==> config.mk <==
export PLATFORM = sky130hd
export DESIGN_NAME = cpu_interrupt_sequencer
export DESIGN_NICKNAME = d
export VERILOG_FILES = /design/src/cis_pkg.sv /design/src/cpu_interrupt_sequencer.sv
export VERILOG_INCLUDE_DIRS = /design/src
export SDC_FILE = /design/constraint.sdc
export NUM_CORES = 1
export LEC_CHECK = 0
export ABC_CLOCK_PERIOD_IN_PS = 3350
export BUFFER_PORTS_ARGS = -buffer_cell sky130_fd_sc_hd__buf_2
export CAP_MARGIN = 20
export CORE_MARGIN = 2
export CORE_UTILIZATION = 35
export CTS_BUF_LIST = sky130_fd_sc_hd__clkbuf_4
export CTS_CLUSTER_SIZE = 28
export DETAILED_ROUTE_END_ITERATION = 10
export MAX_ROUTING_LAYER = met4
export PLACE_DENSITY = 0.52
export SYNTH_ARGS = -nofsm -noshare
export SYNTH_HDL_FRONTEND = slang
export SYNTH_SLANG_ARGS = --single-unit
==> constraint.sdc <==
create_clock -name SYS_CLK -period 3.35 [get_ports SYS_CLK]
set_input_delay 0.1675 -clock SYS_CLK [delete_from_list [all_inputs] [get_ports SYS_CLK]]
set_output_delay 0.1675 -clock SYS_CLK [all_outputs]
set_load 0.1 [all_outputs]
==> src/cis_cfg.svh <==
// Constants for the CPU interrupt sequencer: register offsets, field
// positions, reset values and sequence cycle counts.
// Assumes inclusion by bare name from the sequencer and its bench.
`ifndef CIS_CFG_SVH
`define CIS_CFG_SVH

// APB byte offsets, one aligned word each
`define CIS_OFF_CTRL 8'h00
`define CIS_OFF_ENABLE 8'h04
`define CIS_OFF_FLAG 8'h08
`define CIS_OFF_KIND 8'h0c
`define CIS_OFF_STATUS 8'h10
`define CIS_OFF_SP 8'h14

// Field positions
`define CIS_CTRL_VTS_BIT 0
`define CIS_CTRL_GIE_BIT 7
`define CIS_STAT_BUSY_BIT 0
`define CIS_STAT_WAKE_BIT 1
`define CIS_STAT_POP_BIT 2
`define CIS_STAT_IDX_LSB 8

// Reset values
`define CIS_SP_RST 16'h0000
`define CIS_EN_RST 16'h0000
`define CIS_KIND_RST 16'hffff
`define CIS_APP_BASE 16'h0000

// Sequence timing in SYS_CLK cycles
`define CIS_ENTRY_CYCLES 3'd4
`define CIS_WAKE_EXTRA 3'd4
`define CIS_RETURN_CYCLES 3'd4

// Program words between adjacent vectors
`define CIS_VEC_STEP 16'h0002

`endif

==> src/cis_pkg.sv <==
// Types used by the CPU interrupt sequencer; its bench does not import them.
// Assumes the constants of cis_cfg.svh are included where needed.
package cis_pkg;

    // Sequencer phases
    typedef enum logic [1:0] {
        ST_RUN,
        ST_WAKE,
        ST_PUSH,
        ST_POP
    } seq_state_t;

endpackage

==> src/cpu_interrupt_sequencer.sv <==
// Interrupt acceptance, vectoring and return sequencing for an 8-bit core.
// Assumes the core strobes INSN_DONE at each instruction boundary (after
// any multi-cycle instruction ends) with the op strobes of that
// instruction, stalls while CORE_HOLD is high, and that sources and stack
// memory run on SYS_CLK with a one-cycle stack read.
//
// Functional notes
// - Take only with source and global enable.
// - Default vectors at lowest program addresses.
// - Lowest vector address wins arbitration.
// - Vector select moves table to boot.
// - Boot reset fuse moves reset vector.
// - Boot lock bits block by program counter.
// - Acceptance clears global enable.
// - Re-enabling inside handler allows nesting.
// - Return from handler sets global enable.
// - Vectoring clears the source flag.
// - Writing one clears a flag.
// - Disabled source still sets its flag.
// - Flags held until global enable set.
// - Level sources request only while present.
// - One instruction runs after return.
// - Status register never saved or restored.
// - Disable op blocks same-cycle requests.
// - Instruction after enable runs first.
// - Entry takes four cycles, pushes PC.
// - Multi-cycle instruction finishes before entry.
// - Wake from sleep adds four cycles.
// - Return takes four cycles, pops PC.
// - Global enable is status bit seven.
// - Entry push lowers stack pointer by two.
//
// Chosen here: the APB interface to the registers and the register addresses.
`include "cis_cfg.svh"
`timescale 1ns/1ps
`default_nettype none

module cpu_interrupt_sequencer
    import cis_pkg::*;
#(
    parameter int NSRC = 8,
    parameter logic [15:0] BOOT_START = 16'h3800
) (
    input wire logic SYS_CLK,
    input wire logic RST,
    input wire logic PSEL,
    input wire logic PENABLE,
    input wire logic PWRITE,
    input wire logic [7:0] PADDR,
    input wire logic [31:0] PWDATA,
    output logic [31:0] PRDATA,
    output logic PREADY,
    output logic PSLVERR,
    input wire logic [NSRC-1:0] IRQ_SRC,
    input wire logic INSN_DONE,
    input wire logic OP_SEI,
    input wire logic OP_IRQ_DISABLE,
    input wire logic OP_RETURN,
    input wire logic [15:0] PC_NOW,
    input wire logic PC_IN_BOOT,
    input wire logic SLEEPING,
    input wire logic APP_LOCK_B,
    input wire logic BOOT_LOCK_B,
    input wire logic BOOT_RESET_FUSE,
    input wire logic [7:0] STACK_RDATA,
    output logic CORE_HOLD,
    output logic PC_LOAD,
    output logic [15:0] PC_NEW,
    output logic [15:0] RESET_VECTOR,
    output logic STACK_WE,
    output logic STACK_RE,
    output logic [15:0] STACK_ADDR,
    output logic [7:0] STACK_WDATA,
    output logic GIE,
    output logic IRQ_TAKEN
);

    // Refuse source counts the index fields cannot carry
    generate
        if (NSRC < 1 || NSRC > 16) begin : g_bad_nsrc
            $error("NSRC must lie between 1 and 16");
        end
    endgenerate

    seq_state_t state_q, state_d;
    logic [2:0] cnt_q, cnt_d;
    logic [NSRC-1:0] en_q, kind_q, flag_q, flag_d, src_q, pend;
    logic [3:0] win_idx, idx_q;
    logic win_any;
    logic vts_q;
    logic gie_q;
    logic [15:0] sp_q, sp_d;
    logic [15:0] ret_pc_q;
    logic [7:0] pop_hi_q;
    logic [7:0] pop_lo_q;
    logic pready_q;
    logic [31:0] prdata_q;
    logic pslverr_q;
    logic hold_q, pc_load_q, taken_q;
    logic [15:0] pc_new_q, rst_vec_q;
    logic swe_q, sre_q;
    logic [15:0] saddr_q;
    logic [7:0] swdata_q;

    // APB decode; one wait state so every answer comes from a flop
    wire acc_first = PSEL & PENABLE & ~pready_q;
    wire acc_last = PSEL & PENABLE & pready_q;
    wire wr_fire = acc_last & PWRITE;
    wire hit_ctrl = (PADDR == `CIS_OFF_CTRL);
    wire hit_en = (PADDR == `CIS_OFF_ENABLE);
    wire hit_flag = (PADDR == `CIS_OFF_FLAG);
    wire hit_kind = (PADDR == `CIS_OFF_KIND);
    wire hit_stat = (PADDR == `CIS_OFF_STATUS);
    wire hit_sp = (PADDR == `CIS_OFF_SP);
    wire hit_any = hit_ctrl | hit_en | hit_flag | hit_kind | hit_stat
        | hit_sp;
    wire [NSRC-1:0] flag_w1c = (wr_fire & hit_flag) ? PWDATA[NSRC-1:0]
        : '0;

    wire lock_block = (APP_LOCK_B & ~PC_IN_BOOT & vts_q)
        | (BOOT_LOCK_B & PC_IN_BOOT & ~vts_q);

    wire [NSRC-1:0] armed = pend & en_q;

    wire take = (state_q == ST_RUN) & INSN_DONE & win_any & gie_q
        & ~OP_IRQ_DISABLE & ~OP_SEI & ~OP_RETURN & ~lock_block;
    wire ret_start = (state_q == ST_RUN) & INSN_DONE & OP_RETURN;

    wire [15:0] vec_base = vts_q ? BOOT_START : `CIS_APP_BASE;
    wire [15:0] vec_num = {12'h000, idx_q} + 16'h0001;
    wire [15:0] vec_addr = 16'(vec_base + 16'(vec_num * `CIS_VEC_STEP));

    wire last_cnt = (cnt_q == 3'(`CIS_ENTRY_CYCLES - 3'd1));
    wire wake_done = (cnt_q == 3'(`CIS_WAKE_EXTRA - 3'd1));
    wire pop_done = (cnt_q == 3'(`CIS_RETURN_CYCLES - 3'd1));
    wire push_end = (state_q == ST_PUSH) & last_cnt;
    wire pop_end = (state_q == ST_POP) & pop_done;

    // Per-source flag and request logic
    genvar gi;
    generate
        for (gi = 0; gi < NSRC; gi++) begin : g_src
            wire fire = kind_q[gi] & IRQ_SRC[gi] & ~src_q[gi];
            wire vec_clr = take & (win_idx == 4'(gi));
            assign flag_d[gi] = fire
                | (flag_q[gi] & ~flag_w1c[gi] & ~vec_clr);
            assign pend[gi] = kind_q[gi] ? flag_q[gi] : IRQ_SRC[gi];
        end
    endgenerate

    always_comb begin
        win_idx = 4'h0;
        win_any = 1'b0;
        for (int i = NSRC - 1; i >= 0; i--) begin
            if (armed[i]) begin
                win_idx = 4'(i);
                win_any = 1'b1;
            end
        end
    end

    // Sequence state and counter
    always_comb begin
        state_d = state_q;
        cnt_d = cnt_q + 3'd1;
        case (state_q)
            ST_RUN: begin
                cnt_d = 3'd0;
                if (take) begin
                    state_d = SLEEPING ? ST_WAKE : ST_PUSH;
                end else if (ret_start) begin
                    state_d = ST_POP;
                end
            end
            ST_WAKE: begin
                if (wake_done) begin
                    state_d = ST_PUSH;
                    cnt_d = 3'd0;
                end
            end
            ST_PUSH: begin
                if (last_cnt) begin
                    state_d = ST_RUN;
                end
            end
            ST_POP: begin
                if (pop_done) begin
                    state_d = ST_RUN;
                end
            end
            default: begin
                state_d = ST_RUN;
                cnt_d = 3'd0;
            end
        endcase
    end

    // pop raises SP by two
    // Sequencer update beats a software write in the same cycle
    always_comb begin
        sp_d = sp_q;
        if (state_q == ST_PUSH && cnt_q == 3'd2) begin
            sp_d = sp_q - 16'h0002;
        end else if (state_q == ST_POP && cnt_q == 3'd2) begin
            sp_d = sp_q + 16'h0002;
        end else if (wr_fire && hit_sp) begin
            sp_d = PWDATA[15:0];
        end
    end

    always_ff @(posedge SYS_CLK) begin
        if (RST) begin
            state_q <= ST_RUN;
            cnt_q <= 3'd0;
            sp_q <= `CIS_SP_RST;
        end else begin
            state_q <= state_d;
            cnt_q <= cnt_d;
            sp_q <= sp_d;
        end
    end

    always_ff @(posedge SYS_CLK) begin
        if (RST) begin
            idx_q <= 4'h0;
            ret_pc_q <= 16'h0000;
        end else if (take) begin
            idx_q <= win_idx;
            ret_pc_q <= PC_NOW;
        end
    end

    // Source flags and their edge history
    always_ff @(posedge SYS_CLK) begin
        if (RST) begin
            flag_q <= '0;
            src_q <= '0;
        end else begin
            flag_q <= flag_d;
            src_q <= IRQ_SRC;
        end
    end

    // Software-written control
    always_ff @(posedge SYS_CLK) begin
        if (RST) begin
            en_q <= NSRC'(`CIS_EN_RST);
            kind_q <= NSRC'(`CIS_KIND_RST);
            vts_q <= 1'b0;
        end else if (wr_fire) begin
            if (hit_en) en_q <= PWDATA[NSRC-1:0];
            if (hit_kind) kind_q <= PWDATA[NSRC-1:0];
            if (hit_ctrl) vts_q <= PWDATA[`CIS_CTRL_VTS_BIT];
        end
    end

    always_ff @(posedge SYS_CLK) begin
        if (RST) begin
            gie_q <= 1'b0;
        end else if (take || (INSN_DONE && OP_IRQ_DISABLE)) begin
            gie_q <= 1'b0;
        end else if (pop_end || (INSN_DONE && OP_SEI)) begin
            gie_q <= 1'b1;
        end else if (wr_fire && hit_ctrl) begin
            gie_q <= PWDATA[`CIS_CTRL_GIE_BIT];
        end
    end

    // Stack traffic: push low then high, pop high then low
    always_ff @(posedge SYS_CLK) begin
        if (RST) begin
            swe_q <= 1'b0;
            sre_q <= 1'b0;
            saddr_q <= 16'h0000;
            swdata_q <= 8'h00;
        end else begin
            swe_q <= (state_d == ST_PUSH) && (cnt_d < 3'd2);
            sre_q <= (state_d == ST_POP) && (cnt_d < 3'd2);
            saddr_q <= (state_d == ST_PUSH)
                ? 16'(sp_q - {13'h0000, cnt_d})
                : 16'(sp_q + {13'h0000, cnt_d} + 16'h0001);
            // At the take edge ret_pc_q is still stale, so use PC_NOW
            swdata_q <= (cnt_d != 3'd0) ? ret_pc_q[15:8]
                : (take ? PC_NOW[7:0] : ret_pc_q[7:0]);
        end
    end

    // Popped bytes arrive one cycle after each read
    always_ff @(posedge SYS_CLK) begin
        if (RST) begin
            pop_hi_q <= 8'h00;
            pop_lo_q <= 8'h00;
        end else if (state_q == ST_POP) begin
            if (cnt_q == 3'd1) pop_hi_q <= STACK_RDATA;
            if (cnt_q == 3'd2) pop_lo_q <= STACK_RDATA;
        end
    end

    // Core-facing strobes; hold drops in the cycle that loads the PC
    always_ff @(posedge SYS_CLK) begin
        if (RST) begin
            hold_q <= 1'b0;
            pc_load_q <= 1'b0;
            pc_new_q <= 16'h0000;
            taken_q <= 1'b0;
        end else begin
            hold_q <= (state_d != ST_RUN);
            pc_load_q <= push_end | pop_end;
            taken_q <= take;
            if (push_end) pc_new_q <= vec_addr;
            else if (pop_end) pc_new_q <= {pop_hi_q, pop_lo_q};
        end
    end

    always_ff @(posedge SYS_CLK) begin
        if (RST) begin
            rst_vec_q <= `CIS_APP_BASE;
        end else begin
            rst_vec_q <= BOOT_RESET_FUSE ? BOOT_START : `CIS_APP_BASE;
        end
    end

    // APB read mux
    logic [31:0] rd_mux;
    always_comb begin
        rd_mux = 32'h0000_0000;
        if (hit_ctrl) begin
            rd_mux[`CIS_CTRL_VTS_BIT] = vts_q;
            rd_mux[`CIS_CTRL_GIE_BIT] = gie_q;
        end else if (hit_en) begin
            rd_mux[NSRC-1:0] = en_q;
        end else if (hit_flag) begin
            rd_mux[NSRC-1:0] = flag_q;
        end else if (hit_kind) begin
            rd_mux[NSRC-1:0] = kind_q;
        end else if (hit_stat) begin
            rd_mux[`CIS_STAT_BUSY_BIT] = (state_q != ST_RUN);
            rd_mux[`CIS_STAT_WAKE_BIT] = (state_q == ST_WAKE);
            rd_mux[`CIS_STAT_POP_BIT] = (state_q == ST_POP);
            rd_mux[`CIS_STAT_IDX_LSB +: 4] = idx_q;
        end else if (hit_sp) begin
            rd_mux[15:0] = sp_q;
        end
    end

    // APB answer: ready in the second access cycle
    always_ff @(posedge SYS_CLK) begin
        if (RST) begin
            pready_q <= 1'b0;
            prdata_q <= 32'h0000_0000;
            pslverr_q <= 1'b0;
        end else begin
            pready_q <= acc_first;
            pslverr_q <= acc_first & ~hit_any;
            if (acc_first && !PWRITE) prdata_q <= rd_mux;
            else if (acc_last) prdata_q <= 32'h0000_0000;
        end
    end

    assign PRDATA = prdata_q;
    assign PREADY = pready_q;
    assign PSLVERR = pslverr_q;
    assign CORE_HOLD = hold_q;
    assign PC_LOAD = pc_load_q;
    assign PC_NEW = pc_new_q;
    assign RESET_VECTOR = rst_vec_q;
    assign STACK_WE = swe_q;
    assign STACK_RE = sre_q;
    assign STACK_ADDR = saddr_q;
    assign STACK_WDATA = swdata_q;
    assign GIE = gie_q;
    assign IRQ_TAKEN = taken_q;

endmodule

`default_nettype wire

### Yosys cells after proc, flatten, opt, wreduce, memory -nomap -nowiden

Index checks and enable logic that the tools add are counted.

| operators by class | value |
|---|---|
| add/subtract/negate cells | 8 |
| magnitude comparators | 1 |
| $mul | 0 |
| bitwise logic cells | 108 |
| divide/modulo/power cells | 0 |
| equal/unequal tests | 20 |
| shift-type cells | 0 |
| muxes and demuxes | 62 |
| reduce and logical (&&, ||, !) cells | 29 |

Operators by type and width:

| cell | count |
|---|---|
| $mux W16 | 9 |
| $mux W8 | 10 |
| $and A1 B1 Y1 | 60 |
| $mux W4 | 9 |
| $not A1 Y1 | 32 |
| $mux W14 | 2 |
| $mux W1 | 20 |
| $add A16 B1 Y16 const B | 1 |
| $add A16 B2 Y16 const B | 1 |
| $add A16 B3 Y16 | 1 |
| $eq A4 B3 Y1 const B | 4 |
| $eq A8 B4 Y1 const B | 2 |
| $eq A8 B5 Y1 const B | 2 |
| $sub A16 B2 Y16 const B | 1 |
| $sub A16 B3 Y16 | 1 |
| $add A14 B6 Y15 | 1 |
| $or A1 B1 Y1 | 15 |
| $mux W2 | 5 |
| $reduce_and A2 Y1 | 5 |
| $reduce_bool A2 Y1 | 5 |
| $logic_and A1 B1 Y1 | 9 |
| $mux W3 | 3 |
| $and A8 B8 Y8 | 1 |
| $eq A2 B2 Y1 const B | 4 |
| 20 further kinds | 25 |

| word-level totals | value |
|---|---|
| flip-flop bits (word level) | 170 |
| logic and storage cells | 253 |
| ROM bits | 0 |
| output and inout bits | 96 |
| RAM bits | 0 |
| bits in latches | 0 |
| memories kept | 0 |

### Logic depth before layout (Yosys ltp)

| logic depth | value |
|---|---|
| word-level depth | 20 |
| mapped depth | 14 |

### Worst setup path before layout

OpenSTA, ideal clock, no wires.

| path | value |
|---|---|
| path kind | flip-flop to flip-flop |
| from | register cnt_q[0] |
| to | register saddr_q[11], in the netlist STACK_ADDR[11] |
| library setup time | 121 ps |
| stages on the path, launching flop included | 13 |
| data arrival time | 2,704 ps |
| slack | 525 ps |
| data required time | 3,229 ps |
| period minus slack after synthesis | 2,825 ps |
| buffers on the path | 0 |
| path through | dfxtp_1 ha_1 ha_1 nor2b_1 nor2_1 nor2_1 ha_1 o21bai_1 a211oi_2 and2_1 and3_1 a221oi_1 mux2_2 |

| on the way | value |
|---|---|
| cells in the longest elaborated chain, start to end | 6 |
| elaborated cells between the ends (all ways) | 12 |
| classes of those cells | add/sub: 4; eq/ne: 2; mux: 6 |

RTL lines:

| what | RTL line | source |
|---|---|---|
| from (decl) | cpu_interrupt_sequencer.sv:86 | `logic [2:0] cnt_q, cnt_d;` |
| from (signal assigned) | cpu_interrupt_sequencer.sv:218 | `cnt_q <= cnt_d;` |
| $add A3 B1 Y3 / $eq A3 B2 Y1 (equally long branches) | cpu_interrupt_sequencer.sv:165, cpu_interrupt_sequencer.sv:134 |  |
| $mux W3 | cpu_interrupt_sequencer.sv:176 | `if (wake_done) begin` |
| $pmux W3 S2 * | cpu_interrupt_sequencer.sv:166 | `case (state_q)` |
| named net cnt_d[1] | cpu_interrupt_sequencer.sv:86 |  |
| $add A16 B3 Y16 | cpu_interrupt_sequencer.sv:281 | `: 16'(sp_q + {13'h0000, cnt_d} + 16'h0001);` |
| $add A16 B1 Y16 | cpu_interrupt_sequencer.sv:281 |  |
| $mux W16 * | cpu_interrupt_sequencer.sv:280 | `? 16'(sp_q - {13'h0000, cnt_d})` |
| to (signal assigned) | cpu_interrupt_sequencer.sv:279 | `saddr_q <= (state_d == ST_PUSH)` |
| to (decl) | cpu_interrupt_sequencer.sv:102 | `logic [15:0] saddr_q;` |

The timed path passes the listed nets; every way through them passes the cells marked *.
A chain may end at the register's enable or synchronous reset.

### Final worst setup path

Ends and elaborated chain as after synthesis.

==> impl_metrics.tcl <==
set metrics [dict create \
    r2r_cells 12 \
    clkPwrFrac_pct 29.1 \
    hp-start "OP_RETURN" \
    vias 7911 \
    fin_worst_skew_ps 19.0 \
    synthesis.area_per_instance_sq_um 7.96 \
    p_int_mw 2.54 \
    min_path_cells 3 \
    dieArea_sq_um 24100 \
    seq_power_share_pct 48.9 \
    cts_tree "yes" \
    p_total_mw 3.90 \
    worstPathRequired_ps 3810 \
    final.min_clock_period_ps 3110 \
    p_leak_nw 3.94 \
    tightest_slew_ps 802 \
    htree_levels 4 \
    end_kind "register" \
    io_pins 182 \
    cts-root-buf "clkbuf_4" \
    slew_viol_final 0 \
    crit_type "register to register" \
    worst_setup_path_start_kind "register" \
    max_slew_margin_pct 46.3 \
    row_count 55 \
    multi_input_area_sq_um 4470 \
    area_delta_synth_final_pct 20.9 \
    detailed_place_hpwl_mm 18.1 \
    grt_pass1_vias 7183 \
    drc 0 \
    grt-ovfl-total 0 \
    postRouteAntennaNets 0 \
    r2r-end "STACK_ADDR[11]$_SDFF_PP0_" \
    port_buffers 136 \
    fmaxAchievable_mhz 321 \
    outcome "complete, no violations" \
    worstSkewPairLatency_ps 560 \
    hp-class "input pin to register" \
    finalSetupViolCount 0 \
    postSynthCellCount 1005 \
    pwr-share-comb_pct 22.0 \
    p_switching_mw 1.36 \
    reg2reg_from "cnt_q[0]$_SDFF_PP0_" \
    r2r_setup_slack_ps 240 \
    yosysSeqAreaShare_pct 38.6 \
    yosysUniqueCellTypes 72 \
    crit_fanout 5 \
    ys_ff_latch 154 \
    ys_warn_count 0 \
    whs_ps 34.3 \
    grt_setup_unrepaired "false" \
    seqCellArea_sq_um 3080 \
    antenna_found_initial 3 \
    drt_wl_total_mm 26.1 \
    firstDrtPassIters 5 \
    hold_violations 0 \
    min_period_over_period_pct 93.0 \
    post_cts_buffers 0 \
    final_nets 1269 \
    wl_per_cell_um 17.8 \
    clkSinkCount 154 \
    synth_area_sq_um 8000 \
    drive_above_1_share_pct 18.8 \
    first_iter_violations 643 \
    die_w_um 155 \
    clk_path_buf_depth 2 \
    gp_congestion 0.861 \
    swShare_pct 34.9 \
    synthArstFlopShare_pct 0 \
    arrival_ps 3570 \
    grt_pass1_wl_mm 40.6 \
    path_clk_slew_ps 130 \
    core_area_sq_um 22500 \
    ir_drop_mv 0.153 \
    synth_edf_count 0 \
    dieHeight_um 155 \
    grt_max_degree 140 \
    drv_cap 0 \
    gr-usage-all-layers_pct 22.2 \
    vias_per_cell 5.40 \
    tns_ps 0 \
    fillers 2297 \
    ys.flop_type "dfxtp_1" \
    power_density_nw_per_um2 404 \
    fin_util_pct 43.0 \
    cts_buffers 17 \
    initial_core_util_pct 35.5 \
    hold_end "CORE_HOLD$_SDFF_PP0_" \
]
[worst max-delay path by stage]
stage	from	endpoint	slack, ps	cells after the start
global placement	cnt_q[2]$_SDFF_PP0_	STACK_ADDR[14]$_SDFF_PP0_	280	13
detailed placement	cnt_q[2]$_SDFF_PP0_	STACK_ADDR[14]$_SDFF_PP0_	220	13
floorplan	cnt_q[0]$_SDFF_PP0_	STACK_ADDR[11]$_SDFF_PP0_	530	12
finish	cnt_q[0]$_SDFF_PP0_	STACK_ADDR[11]$_SDFF_PP0_	240	12
CTS	cnt_q[2]$_SDFF_PP0_	STACK_ADDR[14]$_SDFF_PP0_	210	13
global route	cnt_q[1]$_SDFF_PP0_	STACK_ADDR[14]$_SDFF_PP0_	8	13
[power groups by stage]
stage	Combinational (mW)	Clock (mW)	Sequential, mW
floorplan	0.438	0	2.16
global placement	0.808	0	1.95
detailed placement	0.806	0	1.95
CTS	0.856	1.18	1.91
global route	0.909	1.25	1.92
finish	0.858	1.14	1.91
[flip-flops by register name (all words and copies together), names as in the netlist, 2 cells and up]
| register | cells |
|---|---|
| src_q | 8 |
| ret_pc_q | 16 |
| kind_q | 8 |
| cnt_q | 3 |
| PRDATA | 16 |
| flag_q | 8 |
| state_q | 2 |
| pop_hi_q | 8 |
| sp_q | 16 |
| STACK_ADDR | 16 |
| en_q | 8 |
| PC_NEW | 16 |
| idx_q | 3 |
| pop_lo_q | 8 |
| STACK_WDATA | 8 |
[kinds of logic (layout without fill, tap and decap cells)]
kind of cell,Yosys count,in the layout,share of synthesized area [%]
AND/OR/NAND/NOR,409,409,24.8
AO/OA/AOI/OAI,259,259,20.6
flip-flops,154,154,38.6
buffers and inverters,118,261,7.09
multiplexers,38,38,5.10
adder cells (fa/ha/maj),16,16,2.69
XOR/XNOR,10,10,1.10
other,1,33,0.0469
[timing repair]
item | 4_1_cts | 5_1_grt
endpoints found under the setup margin | 0 | 4
hold buffers | 53 | 0
gates resized for setup | 0 | 4
endpoints found under the hold margin | 85 | 0
[critical path, cell delays in order, from the launching register on]
cell and delay [ps]:
dfxtp_1 360, ha_1 220, ha_1 230, nor2b_1 180
nor2_1 80, nor2_1 240, ha_1 300, o21bai_1 210
a211oi_2 120, and2_1 190, and3_1 170, a221oi_1 330
mux2_2 380
[synthesized netlist by cell type, drive strengths merged, types with 12 or more instances]
cell type	instances	area [sq um]
buf	45	293
nand3	31	155
clkbuf	55	206
a22oi	20	150
nor3	27	135
nor4	12	111
nor2b	26	163
mux2	12	135
a21oi	100	500
ha	14	175
nand2	159	597
inv	18	67.6
dfxtp	154	3080
nand4	13	87.6
nor2	84	315
o21ai	51	255
mux2i	25	250
[routing by layer]
layer  vias to the layer above  routed length, um  track usage, %
li1                       3860                  -               -
met1                      3731              12600            31.5
met2                       285              11300            32.3
met3                        35               1750            4.01
met4                         0                515            6.08
met5                         -                  0               -
[cells in the final DEF (no fill, tap or decap), types with 8 or more instances in the layout]
master,n
nand2_1,158
o21ai_0,50
nand3_1,31
dlygate4sd3_1,53
nor4_1,9
mux2_2,12
buf_2,135
mux2i_1,25
and3_1,8
dfxtp_1,153
a22oi_1,20
clkbuf_4,18
nor3_1,27
inv_1,18
a21oi_1,100
nand4_1,12
conb_1,29
ha_1,14
buf_4,26
nor2b_1,26
nor2_1,83
a2bb2oi_1,8
[final cells by class]
cell class | count | area share [%]
tap | 285 | 3.69
multi-input combinational | 761 | 46.2
clock inverter | 10 | 1.27
inverter | 18 | 0.699
timing repair buffer | 215 | 14.7
antenna | 4 | 0.104
sequential | 154 | 31.9
clock buffer | 18 | 1.40
[metrics by stage]
step	worst slack, ps	area, sq um	instances
6_report	235	9670	1465
5_1_grt	8.16	9670	1464
4_1_cts	210	9650	1461
3_5_place_dp	223	8860	1380
3_3_place_gp	279	8860	1380
2_1_floorplan	525	8100	1033
No activity file was read; power rests on OpenSTA's default activity.
